===== src/hw/siv_cfg.svh =====
// Constants for the second-line interrupt vector block
`ifndef SIV_CFG_SVH
`define SIV_CFG_SVH

// ----------------------------------------
// Vector codes
// ----------------------------------------
`define SIV_CODE_NONE 5'h00
`define SIV_CODE_ERR 5'h11
`define SIV_CODE_RX 5'h12
`define SIV_CODE_OVR 5'h13

// ----------------------------------------
// Vector field placement
// ----------------------------------------
`define SIV_VEC_LSB 1
`define SIV_VEC_MSB 5
`define SIV_VEC_W 5

// ----------------------------------------
// Register offsets (byte addresses)
// ----------------------------------------
`define SIV_OFF_VECTOR 8'h00
`define SIV_OFF_STATUS 8'h04
`define SIV_OFF_MASK 8'h08
`define SIV_OFF_PEND 8'h0C
`define SIV_OFF_COUNT 8'h10
`define SIV_OFF_LAST 8'h14

// ----------------------------------------
// Reset values and event bit positions
// ----------------------------------------
`define SIV_RST_WORD 32'h0000_0000
`define SIV_RST_MASK 5'h00
`define SIV_EVT_W 5
`define SIV_EVT_OVR 0
`define SIV_EVT_RX 1
`define SIV_EVT_ERR 2
`define SIV_EVT_VEC 3
`define SIV_EVT_BAD 4

`endif


===== src/hw/siv_pkg.sv =====
// Types shared by the second-line interrupt vector block
package siv_pkg;

   // ----------------------------------------
   // One bit per interrupt source
   // ----------------------------------------
   typedef struct packed {
      logic ovr;
      logic rx;
      logic err;
   } siv_src_t;

   // ----------------------------------------
   // Register access decoded from the plain port
   // ----------------------------------------
   typedef struct packed {
      logic vector;
      logic status;
      logic mask;
      logic pend;
      logic count;
      logic last;
   } siv_sel_t;

endpackage : siv_pkg


===== src/hw/siv_line1_vector.sv =====
// Interrupt vector generator for the second interrupt output line
`timescale 1ns/100ps
`default_nettype none
`include "siv_cfg.svh"

// Functional notes
// - Upper bits and bit zero of the vector register read zero; writes ignored.
// - Bits five to one show the code pending on the second line.
// - Priority: receive overrun, then receive, then transmission error.
// - Reading the overrun or receive code clears that flag.
// - After an overrun or receive read the field advances to the next pending source.
// - Simultaneous sources: the highest-priority code is shown.
// - Field reads zero when nothing routed to the line is pending.
// - Transmission error reports 11h; software checks enable register detail.
// - Receive reports 12h when it is the top pending source.
// - Overrun reports 13h; other nonzero codes are never produced.
module siv_line1_vector #(
   parameter int ADDR_W = 8,
   parameter int CNT_W = 16
) (
   input wire logic mclk_i,
   input wire logic reset_i,
   input wire logic [ADDR_W-1:0] addr_i,
   input wire logic [31:0] wdata_i,
   input wire logic wr_i,
   input wire logic rd_i,
   input wire siv_pkg::siv_src_t flags_i,
   input wire siv_pkg::siv_src_t enable_i,
   input wire siv_pkg::siv_src_t level_i,
   output logic [31:0] rdata_o,
   output siv_pkg::siv_src_t flag_clr_o,
   output logic second_interrupt_line_o,
   output logic irq_o
);

   // ----------------------------------------
   // Elaboration checks
   // ----------------------------------------
   generate
      if (ADDR_W < 5) begin : g_bad_addr
         $error("ADDR_W too small for the register map");
      end
      if (CNT_W < 1 || CNT_W > 32) begin : g_bad_cnt
         $error("CNT_W must lie in 1..32");
      end
   endgenerate

   // ----------------------------------------
   // Declarations
   // ----------------------------------------
   siv_pkg::siv_sel_t sel_w;
   siv_pkg::siv_src_t routed_w;
   siv_pkg::siv_src_t pend_w;
   siv_pkg::siv_src_t cand_w;
   siv_pkg::siv_src_t excl_reg;
   siv_pkg::siv_src_t excl_next;
   siv_pkg::siv_src_t clr_reg;
   siv_pkg::siv_src_t clr_next;
   siv_pkg::siv_src_t pend_reg;
   logic [`SIV_VEC_W-1:0] code_w;
   logic [`SIV_VEC_W-1:0] vector_reg;
   logic [`SIV_VEC_W-1:0] vector_next;
   logic [`SIV_VEC_W-1:0] last_reg;
   logic [`SIV_VEC_W-1:0] last_next;
   logic [CNT_W-1:0] count_reg;
   logic [CNT_W-1:0] count_next;
   logic [31:0] rdata_reg;
   logic [31:0] rdata_next;
   logic [31:0] vec_word_w;
   logic [31:0] pend_word_w;
   logic [31:0] count_word_w;
   logic [31:0] last_word_w;
   logic [31:0] status_word_w;
   logic [31:0] mask_word_w;
   logic line_reg;
   logic line_next;
   logic rd_vec_w;
   logic rd_stat_w;
   logic wr_mask_w;
   logic hit_w;
   logic bad_w;
   logic clr_ovr_w;
   logic clr_rx_w;
   logic [`SIV_EVT_W-1:0] evt_w;
   logic [`SIV_EVT_W-1:0] status_w;
   logic [`SIV_EVT_W-1:0] mask_w;
   logic irq_w;

   // ----------------------------------------
   // Address decode
   // ----------------------------------------
   assign sel_w.vector = (addr_i == ADDR_W'(`SIV_OFF_VECTOR));
   assign sel_w.status = (addr_i == ADDR_W'(`SIV_OFF_STATUS));
   assign sel_w.mask = (addr_i == ADDR_W'(`SIV_OFF_MASK));
   assign sel_w.pend = (addr_i == ADDR_W'(`SIV_OFF_PEND));
   assign sel_w.count = (addr_i == ADDR_W'(`SIV_OFF_COUNT));
   assign sel_w.last = (addr_i == ADDR_W'(`SIV_OFF_LAST));
   assign hit_w = |sel_w;

   assign rd_vec_w = rd_i & sel_w.vector;
   assign rd_stat_w = rd_i & sel_w.status;
   // The vector register is read-only; a write there is simply dropped
   assign wr_mask_w = wr_i & sel_w.mask;
   assign bad_w = (rd_i | wr_i) & ~hit_w;

   // ----------------------------------------
   // Source qualification
   // ----------------------------------------
   // A level bit of one routes the source to the second line
   assign routed_w = flags_i & enable_i & level_i;
   // Sources just cleared by a read stay out until their flag drops,
   // so the old code is never shown twice while the clear travels
   assign pend_w = routed_w & ~excl_reg;
   // An overrun or receive source being read drops out at once, so a read in the very
   // next cycle already meets the following code
   assign cand_w = pend_w & ~clr_next;

   siv_prio_enc u_prio (
      .pend_i(cand_w),
      .code_o(code_w),
      .win_o()
   );

   // ----------------------------------------
   // Vector field
   // ----------------------------------------
   assign clr_ovr_w = rd_vec_w & (vector_reg == `SIV_CODE_OVR);
   assign clr_rx_w = rd_vec_w & (vector_reg == `SIV_CODE_RX);

   // Mask out the overrun or receive source being read so the next code shows at once
   assign vector_next = code_w;

   always_ff @(posedge mclk_i) begin
      if (reset_i) begin
         vector_reg <= `SIV_CODE_NONE;
      end else begin
         vector_reg <= vector_next;
      end
   end

   // ----------------------------------------
   // Flag clear pulses and exclusion
   // ----------------------------------------
   // Error flags are not cleared: software must inspect their detail
   assign clr_next.ovr = clr_ovr_w;
   assign clr_next.rx = clr_rx_w;
   assign clr_next.err = 1'b0;

   // Set beats release so a read in the flag's falling cycle still counts
   assign excl_next = clr_next | (excl_reg & flags_i);

   always_ff @(posedge mclk_i) begin
      if (reset_i) begin
         clr_reg <= '0;
         excl_reg <= '0;
      end else begin
         clr_reg <= clr_next;
         excl_reg <= excl_next;
      end
   end

   assign flag_clr_o = clr_reg;

   // ----------------------------------------
   // Line level
   // ----------------------------------------
   assign line_next = |pend_w;

   always_ff @(posedge mclk_i) begin
      if (reset_i) begin
         line_reg <= 1'b0;
      end else begin
         line_reg <= line_next;
      end
   end

   assign second_interrupt_line_o = line_reg;

   // ----------------------------------------
   // Read bookkeeping
   // ----------------------------------------
   // Counter wraps; it only serves as a software health indicator
   assign count_next = (rd_vec_w && vector_reg != `SIV_CODE_NONE) ?
                       count_reg + CNT_W'(1) : count_reg;
   assign last_next = rd_vec_w ? vector_reg : last_reg;

   always_ff @(posedge mclk_i) begin
      if (reset_i) begin
         count_reg <= '0;
         last_reg <= `SIV_CODE_NONE;
         pend_reg <= '0;
      end else begin
         count_reg <= count_next;
         last_reg <= last_next;
         pend_reg <= routed_w;
      end
   end

   // ----------------------------------------
   // Events
   // ----------------------------------------
   // Rising edges of routed sources; a held flag raises no second event
   assign evt_w[`SIV_EVT_OVR] = routed_w.ovr & ~pend_reg.ovr;
   assign evt_w[`SIV_EVT_RX] = routed_w.rx & ~pend_reg.rx;
   assign evt_w[`SIV_EVT_ERR] = routed_w.err & ~pend_reg.err;
   assign evt_w[`SIV_EVT_VEC] = (vector_next != vector_reg) &
                                (vector_next != `SIV_CODE_NONE);
   assign evt_w[`SIV_EVT_BAD] = bad_w;

   siv_evt_stat #(
      .W(`SIV_EVT_W)
   ) u_evt (
      .mclk_i(mclk_i),
      .reset_i(reset_i),
      .evt_i(evt_w),
      .rd_clr_i(rd_stat_w),
      .mask_wr_i(wr_mask_w),
      .mask_d_i(wdata_i[`SIV_EVT_W-1:0]),
      .status_o(status_w),
      .mask_o(mask_w),
      .irq_o(irq_w)
   );

   assign irq_o = irq_w;

   // ----------------------------------------
   // Read data words
   // ----------------------------------------
   assign vec_word_w = {{(31-`SIV_VEC_MSB){1'b0}}, vector_reg, 1'b0};
   assign status_word_w = {{(32-`SIV_EVT_W){1'b0}}, status_w};
   assign mask_word_w = {{(32-`SIV_EVT_W){1'b0}}, mask_w};
   assign pend_word_w = {26'h000_0000, flags_i, routed_w};
   assign count_word_w = 32'(count_reg);
   assign last_word_w = {{(31-`SIV_VEC_MSB){1'b0}}, last_reg, 1'b0};

   // ----------------------------------------
   // Read data mux
   // ----------------------------------------
   // Unmapped reads and idle cycles return zero
   assign rdata_next = ~rd_i ? `SIV_RST_WORD :
                       sel_w.vector ? vec_word_w :
                       sel_w.status ? status_word_w :
                       sel_w.mask ? mask_word_w :
                       sel_w.pend ? pend_word_w :
                       sel_w.count ? count_word_w :
                       sel_w.last ? last_word_w :
                       `SIV_RST_WORD;

   always_ff @(posedge mclk_i) begin
      if (reset_i) begin
         rdata_reg <= `SIV_RST_WORD;
      end else begin
         rdata_reg <= rdata_next;
      end
   end

   assign rdata_o = rdata_reg;

endmodule : siv_line1_vector
`default_nettype wire


===== src/hw/siv_prio_enc.sv =====
// Fixed-priority selection of the pending source and its vector code
`timescale 1ns/100ps
`default_nettype none
`include "siv_cfg.svh"

module siv_prio_enc (
   input wire siv_pkg::siv_src_t pend_i,
   output logic [`SIV_VEC_W-1:0] code_o,
   output siv_pkg::siv_src_t win_o
);

   // ----------------------------------------
   // Overrun over receive over error
   // ----------------------------------------
   assign win_o.ovr = pend_i.ovr;
   assign win_o.rx = pend_i.rx & ~pend_i.ovr;
   assign win_o.err = pend_i.err & ~pend_i.rx & ~pend_i.ovr;

   assign code_o = win_o.ovr ? `SIV_CODE_OVR :
                   win_o.rx ? `SIV_CODE_RX :
                   win_o.err ? `SIV_CODE_ERR :
                   `SIV_CODE_NONE;

endmodule : siv_prio_enc
`default_nettype wire


===== src/hw/siv_evt_stat.sv =====
// Sticky event status with read-clear, mask and level interrupt
`timescale 1ns/100ps
`default_nettype none
`include "siv_cfg.svh"

module siv_evt_stat #(
   parameter int W = `SIV_EVT_W
) (
   input wire logic mclk_i,
   input wire logic reset_i,
   input wire logic [W-1:0] evt_i,
   input wire logic rd_clr_i,
   input wire logic mask_wr_i,
   input wire logic [W-1:0] mask_d_i,
   output logic [W-1:0] status_o,
   output logic [W-1:0] mask_o,
   output logic irq_o
);

   logic irq_reg;
   logic irq_next;

   // ----------------------------------------
   // Per-bit sticky flag and mask
   // ----------------------------------------
   genvar gi;
   generate
      for (gi = 0; gi < W; gi++) begin : g_bit
         logic stat_reg;
         logic stat_next;
         logic mask_reg;
         // An event in the clearing cycle is kept: set beats clear
         assign stat_next = evt_i[gi] | (stat_reg & ~rd_clr_i);
         always_ff @(posedge mclk_i) begin
            if (reset_i) begin
               stat_reg <= 1'b0;
               mask_reg <= 1'b0;
            end else begin
               stat_reg <= stat_next;
               if (mask_wr_i) begin
                  mask_reg <= mask_d_i[gi];
               end
            end
         end
         assign status_o[gi] = stat_reg;
         assign mask_o[gi] = mask_reg;
      end
   endgenerate

   // ----------------------------------------
   // Level interrupt
   // ----------------------------------------
   assign irq_next = |(status_o & mask_o);

   always_ff @(posedge mclk_i) begin
      if (reset_i) begin
         irq_reg <= 1'b0;
      end else begin
         irq_reg <= irq_next;
      end
   end

   assign irq_o = irq_reg;

endmodule : siv_evt_stat
`default_nettype wire


===== config.mk =====
export PLATFORM = sky130hd
export DESIGN_NAME = siv_line1_vector
export DESIGN_NICKNAME = d
export VERILOG_FILES = /design/src/hw/siv_pkg.sv /design/src/hw/siv_line1_vector.sv /design/src/hw/siv_prio_enc.sv /design/src/hw/siv_evt_stat.sv
export VERILOG_INCLUDE_DIRS = /design/src /design/src/hw
export SDC_FILE = /design/constraint.sdc
export NUM_CORES = 1
export LEC_CHECK = 0
export ABC_CLOCK_PERIOD_IN_PS = 2500
export BUFFER_PORTS_ARGS = -buffer_cell sky130_fd_sc_hd__buf_2
export CAP_MARGIN = 30
export CORE_UTILIZATION = 50
export CTS_CLUSTER_DIAMETER = 30
export CTS_CLUSTER_SIZE = 14
export DETAILED_ROUTE_END_ITERATION = 10
export GPL_TIMING_DRIVEN = 1
export PLACE_DENSITY = 0.92
export SLEW_MARGIN = 0
export SYNTH_ARGS = -nofsm -noshare
export SYNTH_HDL_FRONTEND = slang
export SYNTH_SLANG_ARGS = --single-unit

===== constraint.sdc =====
create_clock -name mclk_i -period 2.5 [get_ports mclk_i]
set_input_delay 0.125 -clock mclk_i [delete_from_list [all_inputs] [get_ports mclk_i]]
set_output_delay 0.125 -clock mclk_i [all_outputs]
set_load 0.005 [all_outputs]

After elaboration in Yosys (flattened, before gate mapping)
Cells that the tools add are included.
{"block": "op_classes", "add_sub_neg": 1, "n_eq_ne": 8, "n_mux": 9, "bitwise_logic": 41, "n_reduce_logical": 11}
{"operator": "two-way mux 6 bit", "count": 5}
{"operator": "bitwise AND 1 bit", "count": 18}
{"operator": "adder 16 x 1 -> 16 bit, second input constant", "count": 1}
{"operator": "== test 8 x 4 -> 1 bit, second input constant", "count": 2}
{"operator": "== test 8 x 5 -> 1 bit, second input constant", "count": 2}
{"operator": "two-way mux 16 bit", "count": 1}
{"operator": "bitwise AND 3 bit", "count": 5}
{"operator": "two-way mux 5 bit", "count": 3}
{"operator": "OR reduction 6 bit", "count": 2}
{"operator": "== test 5 bit, second input constant", "count": 2}
{"operator": "nonzero test 5 bit", "count": 2}
{"operator": "== test 8 x 3 -> 1 bit, second input constant", "count": 1}
{"operator": "logical NOT 8 bit", "count": 1}
{"operator": "NOT 1 bit", "count": 8}
{"operator": "OR reduction 7 bit", "count": 1}
{"operator": "NOT 3 bit", "count": 2}
{"operator": "bitwise OR 1 bit", "count": 6}
{"operator": "OR reduction 3 bit", "count": 2}
{"operator": "bitwise AND 5 bit", "count": 1}
{"operator": "inequality test 5 bit", "count": 1}
{"operator": "OR reduction 5 bit", "count": 1}
{"operator": "bitwise OR 3 bit", "count": 1}
{"operator": "OR reduction 2 bit", "count": 1}
{"operator": "logical AND 1 bit", "count": 1}
{"block": "totals", "ff_bits": 79, "inputBits": 53, "output_inout_bits": 37, "elab_cells": 98}

Logic depth before layout (Yosys ltp)
Gate-level depths: netlist of run 1.
{"block": "depth", "word_depth": 14, "mapped_depth": 8, "mapped_depth_nobuf": 5}

Hierarchy
A second synthesis of run 1 with hierarchy kept.
{"block": "unflattened", "hier_cells": 336, "hier_area_um2": 3019.1}
{"mod": "siv_line1_vector", "instances": 1, "cells_per_inst": 274, "area_per_inst_um2": 2482.4, "seq_area_each_um2": 1021.0}
{"mod": "siv_evt_stat", "instances": 1, "cells_per_inst": 51, "area_per_inst_um2": 474.2, "seq_area_each_um2": 220.2}
{"mod": "siv_prio_enc", "instances": 1, "cells_per_inst": 11, "area_per_inst_um2": 62.6, "seq_area_each_um2": 0.0}

Worst setup path after synthesis of run 1
No wires, ideal clock.
{"block": "synth_path", "path_kind": "in2reg", "start": "input port addr_i[0]", "end": "register u_evt.g_bit[0].mask_reg", "setup_ps": 128, "arrival_time_ps": 1981, "required_ps": 2372, "slack_ps": 392, "cell_stages": 6, "path_buffers": 1, "cell_sequence": "or4_1 buf_2 or3_1 nor3b_2 mux2i_1 nor2_1"}
{"block": "synth_via", "elab_chain_len": 2}
{"item": "from (decl)", "line_no": "siv_line1_vector.sv:23", "source": "input wire logic [ADDR_W-1:0] addr_i,"}
{"item": "== test 8 x 4 -> 1 bit", "line_no": "siv_line1_vector.sv:94", "source": "assign sel_w.mask = (addr_i == ADDR_W'(`SIV_OFF_MASK));"}
{"item": "bitwise AND 1 bit", "line_no": "siv_line1_vector.sv:103", "source": "assign wr_mask_w = wr_i & sel_w.mask;"}
{"item": "to (signal assigned)", "line_no": "siv_evt_stat.sv:41", "source": "mask_reg <= mask_d_i[gi];"}
{"item": "to (decl)", "line_no": "siv_evt_stat.sv:31", "source": "logic mask_reg;"}
Every way passes these cells.
A chain may end at the register's enable or synchronous reset.

Final worst setup path of run 1
{"block": "layout_path", "start": "input port addr_i[1]", "end": "register count_reg[7]"}
{"block": "layout_via", "elab_chain_len": 3}
{"item": "logical NOT 8 bit", "line_no": "siv_line1_vector.sv:92", "source": "assign sel_w.vector = (addr_i == ADDR_W'(`SIV_OFF_VECTOR));"}
{"item": "bitwise AND 1 bit", "line_no": "siv_line1_vector.sv:100", "source": "assign rd_vec_w = rd_i & sel_w.vector;"}
{"item": "logical AND 1 bit (no source line)"}
{"item": "to (signal assigned)", "line_no": "siv_line1_vector.sv:193", "source": "count_reg <= count_next;"}
{"item": "to (decl)", "line_no": "siv_line1_vector.sv:65", "source": "logic [CNT_W-1:0] count_reg;"}
Every way passes these cells.

==> impl_metrics.ini, run 1 <==
[power]
p_leak_uw = 0.00126
ir_drop_v = 0.000534
power.density_nw_per_um2 = 633
power_uw = 1970

[hold_path]
hp-class = primary input to flip-flop
hold_path_end = u_evt.g_bit[3].mask_reg
holdPathStages = 3
min_from = wdata_i[3]

[synth]
ys_types = 47
synth_warnings = 0
synthCells = 309
netlist_top_cells_area = dfxtp_1 44%, nor2_1 5.8%, mux2i_1 4.9%
synth-seq-area-share_pct = 43.8
ys_async_sr_fraction_pct = 0
netlist_area_um2 = 2650
synth.top_cell.area_share_pct = 43.8
synth_seq_cells = 58
postSynthAreaPerCell_um2 = 8.58
synth_edf_count = 0
yosys.area.top_type = dfxtp_1
ys.flop_type = dfxtp_1

[final_layout]
fin_cells = 433
drive_above_1_share_pct = 21.2
nets = 412
antenna-diode-count = 0
multi_input_area_um2 = 1310
nFillCells = 442
regArea_um2 = 1160
area_growth_pct = 17.4
utilization_pct = 61.0
design_area_um2 = 3110

[sta]
setup_tns_ns = 0
slew_headroom_pct = 47.9
fin_crit_sh_pct = 77.9
worstMarginPinSlew_ns = 0.781
setup_viol = 0
max_clock_freq_ghz = 0.514
min_period_ns = 1.95
rsz0062_at_grt = false
hold_viol = 0
drv_slew = 0
skew_ns = 0.00397

[status]
status = completed

[floorplan]
die_w_um = 74.8
pin_count = 90
fp.dieH_um = 74.8
fp-row-count = 26
start_util_pct = 51.9
core_um2 = 5110
die_area_um2 = 5600

[routing]
drc = 0
wl_met1_um = 2450
dr.pass1.iters = 5
ant_nets = 0
post_drt_wl_per_cell_um = 13.8
met3WireLength_um = 474
vias = 2423
drtIter0Drc = 210
vias_per_cell = 5.60
dr.max_layer_used = met4
wl_um = 5960
dr_wl_met2_um = 2870

[placement]
postPlaceCellArea_um2 = 2900
io_buffers = 45
placed_cells = 417
globalplace.congestion = 0.955
dp_hpwl_um = 4210

[clock_tree]
htreeDepth = 3
clk_pin_slew_ns = 0.06
cts.sinks = 58
root_buffer = clkbuf_8
hold_buffers = 0
cts_max_path_buffers = 2
clock_latency_ns = 0.34
cts_tree = yes
postCtsSetupRepairBufs = 0
numCtsBuffers = 9
cts-resized-gates = 0

[critical_path]
r2r-end = count_reg[15]
required_ns = 2.77
reg2reg_from = count_reg[5]
critPathCaptureType = flip-flop
r2r_slack_ns = 0.56
critical_path_arrival_ns = 2.21
path_class = primary input to flip-flop
cp_max_fo = 7
start_kind = primary input
reg2reg_depth = 5

[grt]
grt_pass1_wl_um = 9570
grt_pass1_vias = 2155
grt_usage_pct = 23.0
antenna_found_initial = 0
grt_start_max_net_pins = 45
grt_overflow = 0

[job]
maxCapViolations = 0
cells in the mapped netlist (4+ instances only):
library cell	count
nor2b_1	5
nor4_1	6
buf_4	17
buf_2	4
a21oi_1	22
or3_1	12
nand2b_1	4
mux2i_1	13
nand2_1	16
a22oi_1	4
inv_1	10
nor3_1	5
nor2_1	41
dfxtp_1	58
clkbuf_1	11
or4_1	6
o21ai_0	13
nand3_1	10
and2_1	10
power by group:
part	internal [µW]	switching (µW)
Sequential	935	10.4
Clock	539	361
Combinational	46.6	77.2
Total	1520	449
cell families after synthesis:
family          count (synthesis)  share of synthesized area (%)
simple gates                  128                           26.0
compound gates                 59                           13.6
flops                          58                           43.8
buf+inv                        43                           8.97
mux                            14                           5.33
xor+xnor                        5                           1.65
fa+ha+maj                       1                          0.472
other cells                     1                          0.141
layout make-up:
type / instances / share of cell area [%]
clock buffers: 12 / 5.31
clock inverters: 4 / 1.57
inverters: 10 / 1.21
multi-input cells: 224 / 42.2
flip-flops and latches: 58 / 37.3
well taps: 70 / 2.81
repair buffers: 55 / 9.65
how the worst max path moves through the flow:
stage / start / endpoint / slack, ns / cells past startpoint
floorplan: addr_i[0] / u_evt.g_bit[0].mask_reg / 0.39 / 6
global placement: addr_i[0] / count_reg[15] / 0.27 / 6
detailed placement: addr_i[0] / count_reg[6] / 0.20 / 7
CTS: addr_i[0] / count_reg[7] / 0.57 / 7
global route: addr_i[0] / count_reg[9] / 0.44 / 7
finish: addr_i[1] / count_reg[7] / 0.55 / 7
worst max-delay path, cell delays in order:
cell,delay [ns]
buf_2,0.13
or4_1,0.67
nor4_4,0.34
nand4_2,0.24
buf_4,0.22
or3_1,0.31
a21oi_1,0.17
cells in the final DEF, fill, tap and decap left out, types with 4 or more instances in the layout:
cell type  instances
nor4_1             6
clkbuf_8          12
buf_2             45
o21ai_0           13
a22oi_1            4
nor2_1            41
nor3_1             5
nor2b_1            5
buf_4             10
nand2_1           16
mux2i_1           13
a21oi_1           22
or4_1              6
dfxtp_1           58
nand2b_1           4
and2_1            10
or3_1             12
conb_1            17
nand3_1           10
inv_1             10
layer usage:
metal	up-vias	GRT usage, %
met5	-	0
met2	105	37.0
li1	1150	-
met3	20	10.4
met4	0	9.43
met1	1148	26.5
metrics by stage:
| stage | hold slack, ns | setup WS (ns) |
|---|---|---|
| CTS | 0.00897 | 0.567 |
| global placement | 0.358 | 0.275 |
| detailed placement | 0.374 | 0.201 |
| finish | 0.0152 | 0.554 |
| global route | 0.0120 | 0.444 |
| floorplan | 0.239 | 0.392 |
Note: power is estimated with default switching activity, not from simulation.
==> run 2: changes to the inputs <==
--- a/config.mk
+++ b/config.mk
@@ -6,15 +6,16 @@
 export SDC_FILE = /design/constraint.sdc
 export NUM_CORES = 1
 export LEC_CHECK = 0
-export ABC_CLOCK_PERIOD_IN_PS = 2500
+export ABC_AREA = 1
+export ABC_CLOCK_PERIOD_IN_PS = 1660
 export BUFFER_PORTS_ARGS = -buffer_cell sky130_fd_sc_hd__buf_2
 export CAP_MARGIN = 30
-export CORE_UTILIZATION = 50
+export CORE_UTILIZATION = 45
 export CTS_CLUSTER_DIAMETER = 30
 export CTS_CLUSTER_SIZE = 14
 export DETAILED_ROUTE_END_ITERATION = 10
 export GPL_TIMING_DRIVEN = 1
-export PLACE_DENSITY = 0.92
+export PLACE_DENSITY = 0.87
 export SLEW_MARGIN = 0
 export SYNTH_ARGS = -nofsm -noshare
 export SYNTH_HDL_FRONTEND = slang
==> constraint.sdc (replaced) <==
create_clock -name mclk_i -period 1.66 [get_ports mclk_i]
set_input_delay 0.083 -clock mclk_i [delete_from_list [all_inputs] [get_ports mclk_i]]
set_output_delay 0.083 -clock mclk_i [all_outputs]
set_load 0.005 [all_outputs]
==> impl_metrics.ini, run 2 <==
[floorplan]
die_area_um2 = 6390
fp-row-count = 28
start_util_pct = 46.4
pin_count = 90
die_w_um = 79.9
fp.dieH_um = 79.9
core_um2 = 5890

[status]
status = completed

[final_layout]
nets = 482
final_cell_mix = 71 x nand2_1, 57 x dfxtp_1, 50 x nor2_1
final_common_cell = nand2_1
fin_cells = 508
drive_above_1_share_pct = 24.0
design_area_um2 = 3320
nFillCells = 540
antenna-diode-count = 0
area_growth_pct = 21.6

[synth]
ys.flop_type = dfxtp_1
netlist_top_cells_area = dfxtp_1 42%, nand2_1 9.7%, nor2_1 6.9%
synth_warnings = 0
ys_async_sr_fraction_pct = 0
synth_seq_cells = 58
synth_edf_count = 0
yosys.area.top_type = dfxtp_1
synthCells = 362
synth.top_cell.area_share_pct = 42.5
netlist_area_um2 = 2730
postSynthAreaPerCell_um2 = 7.55
synth-seq-area-share_pct = 42.5
synth_common_cells = 71 x nand2_1, 58 x dfxtp_1, 50 x nor2_1
synth_most_common_cell = nand2_1
ys_types = 39

[power]
p_clk_share_pct = 47.1
switchingPower_uw = 647
internal_power_uw = 2340
power_frac_comb_pct = 5.4
power_uw = 2990
p_leak_uw = 0.00139
seq_power_share_pct = 47.5
ir_drop_v = 0.00111
p_sw_share_pct = 21.6
power.density_nw_per_um2 = 900

[clock_tree]
root_buffer = clkbuf_8
cts_tree = yes
htreeDepth = 3
clk_pin_slew_ns = 0.07
cts_max_path_buffers = 2
cts.sinks = 58
numCtsBuffers = 9
clock_latency_ns = 0.34

[grt]
antenna_found_initial = 0
grt_overflow = 0
grt_pass1_vias = 2416
grt_usage_pct = 20.7
grt_start_max_net_pins = 32
grt_pass1_wl_um = 10200

[routing]
drtIter0Drc = 183
wl_um = 6010
vias_per_cell = 4.96
vias = 2521
drc = 0
post_drt_wl_per_cell_um = 11.8
dr.pass1.iters = 4
ant_nets = 0

[placement]
dp_hpwl_um = 4410
postPlaceCellArea_um2 = 3030
io_buffers = 45
place_ws_ns = 0.126
placed_cells = 486
globalplace.congestion = 0.956

[critical_path]
reg2reg_depth = 7
r2r-end = count_reg[12]
cpLargestDelayFamily = simple AND/OR/NAND/NOR gates
max_stage_delay_ns = 0.39
startpoint = count_reg[0]
cp_slowest_cell = dfxtp_1
start_kind = flip-flop
required_ns = 1.88
path_cells = ha_1, inv_1, nor3_1, nand4_1, xor2_1, nand2_1, a21oi_2
crit_path_end = count_reg[12]
worst-path-buf-inv = 1
r2r_slack_ns = 0.13
path_class = flip-flop to flip-flop
path_depth = 7
reg2reg_from = count_reg[0]
cp_max_fo = 4
critPathCaptureType = flip-flop
critical_path_arrival_ns = 1.74

[sta]
skew_ns = 0.0102
setup_tns_ns = 0
drv_slew = 0
hold_viol = 0
setup_viol = 0
min_period_ns = 1.53
setup_slack_ns = 0.132
rsz0062_at_grt = false
max_clock_freq_ghz = 0.655
fin_crit_sh_pct = 92.0

[hold_path]
hp-class = primary input to flip-flop

[job]
maxCapViolations = 0
[run 2: metal layers]
layer  vias to the layer above  track usage (%)  routed length, µm
met5                         -                0                  0
met3                        11             7.66                388
met1                      1139             24.0               2650
li1                       1277                -                  -
met4                         0             7.14                 93
met2                        94             35.0               2880
[run 2: cell families after synthesis]
family | after synthesis | share of synthesized area [%]
DFF | 58 | 42.5
AOI/OAI and AO/OA | 63 | 14.8
xor gates and xnor gates | 8 | 2.56
buffers and inverters | 61 | 11.4
and+or+nand+nor | 170 | 28.1
other | 1 | 0.137
adders and majority gates | 1 | 0.458
[run 2: power groups by stage]
stage / sequential, µW / combinational, µW / clock [µW]
after global routing: 1420 / 179 / 1500
after detailed placement: 1450 / 148 / 0
after CTS: 1420 / 159 / 1450
after floorplan: 1450 / 110 / 0
final: 1420 / 161 / 1410
after global placement: 1450 / 143 / 0
[run 2: final cells by class]
class	count	area, µm²	area share [%]
Inverter	38	146	4.40
Clock buffer	10	138	4.14
Multi-Input combinational cell	259	1340	40.2
Timing Repair Buffer	62	368	11.1
Clock inverter	6	80.1	2.41
Sequential cell	58	1160	35.0
Tap cell	75	93.8	2.82
[run 2: how the worst min path moves through the flow]
stage | startpoint | to | slack [ns] | depth (start not counted)
2_1_floorplan | reset_i | vector_reg[4] | 0.16 | 1
3_3_place_gp | wdata_i[1] | u_evt.g_bit[1].mask_reg | 0.31 | 3
3_5_place_dp | wdata_i[2] | u_evt.g_bit[2].mask_reg | 0.32 | 3
4_1_cts | flags_i[1] | excl_reg[1] | 0.008 | 3
5_1_grt | flags_i[2] | excl_reg[2] | 0.02 | 3
6_report | flags_i[1] | excl_reg[1] | 0.02 | 3
[run 2: worst register-to-register path: stages (launching register included)]
cell,delay [ns]
dfxtp_1,0.39
ha_1,0.21
inv_1,0.05
nor3_1,0.28
nand4_1,0.18
xor2_1,0.18
nand2_1,0.08
a21oi_2,0.05
[run 2: repair_timing]
action / in CTS / in global routing
hold buffers: 6 / 0
resized for setup: 0 / 4
endpoints found under the setup margin: 0 / 4
setup buffers: 0 / 0
hold endpoints to repair: 6 / 0
[run 2: stage by stage]
| stage | hold WS [ns] | util, % |
|---|---|---|
| after global placement | 0.308 | 51.5 |
| after floorplan | 0.155 | - |
| after CTS | 0.00762 | 56.2 |
| after global routing | 0.0215 | 56.5 |
| after detailed placement | 0.315 | 51.5 |
| final | 0.0208 | 56.5 |
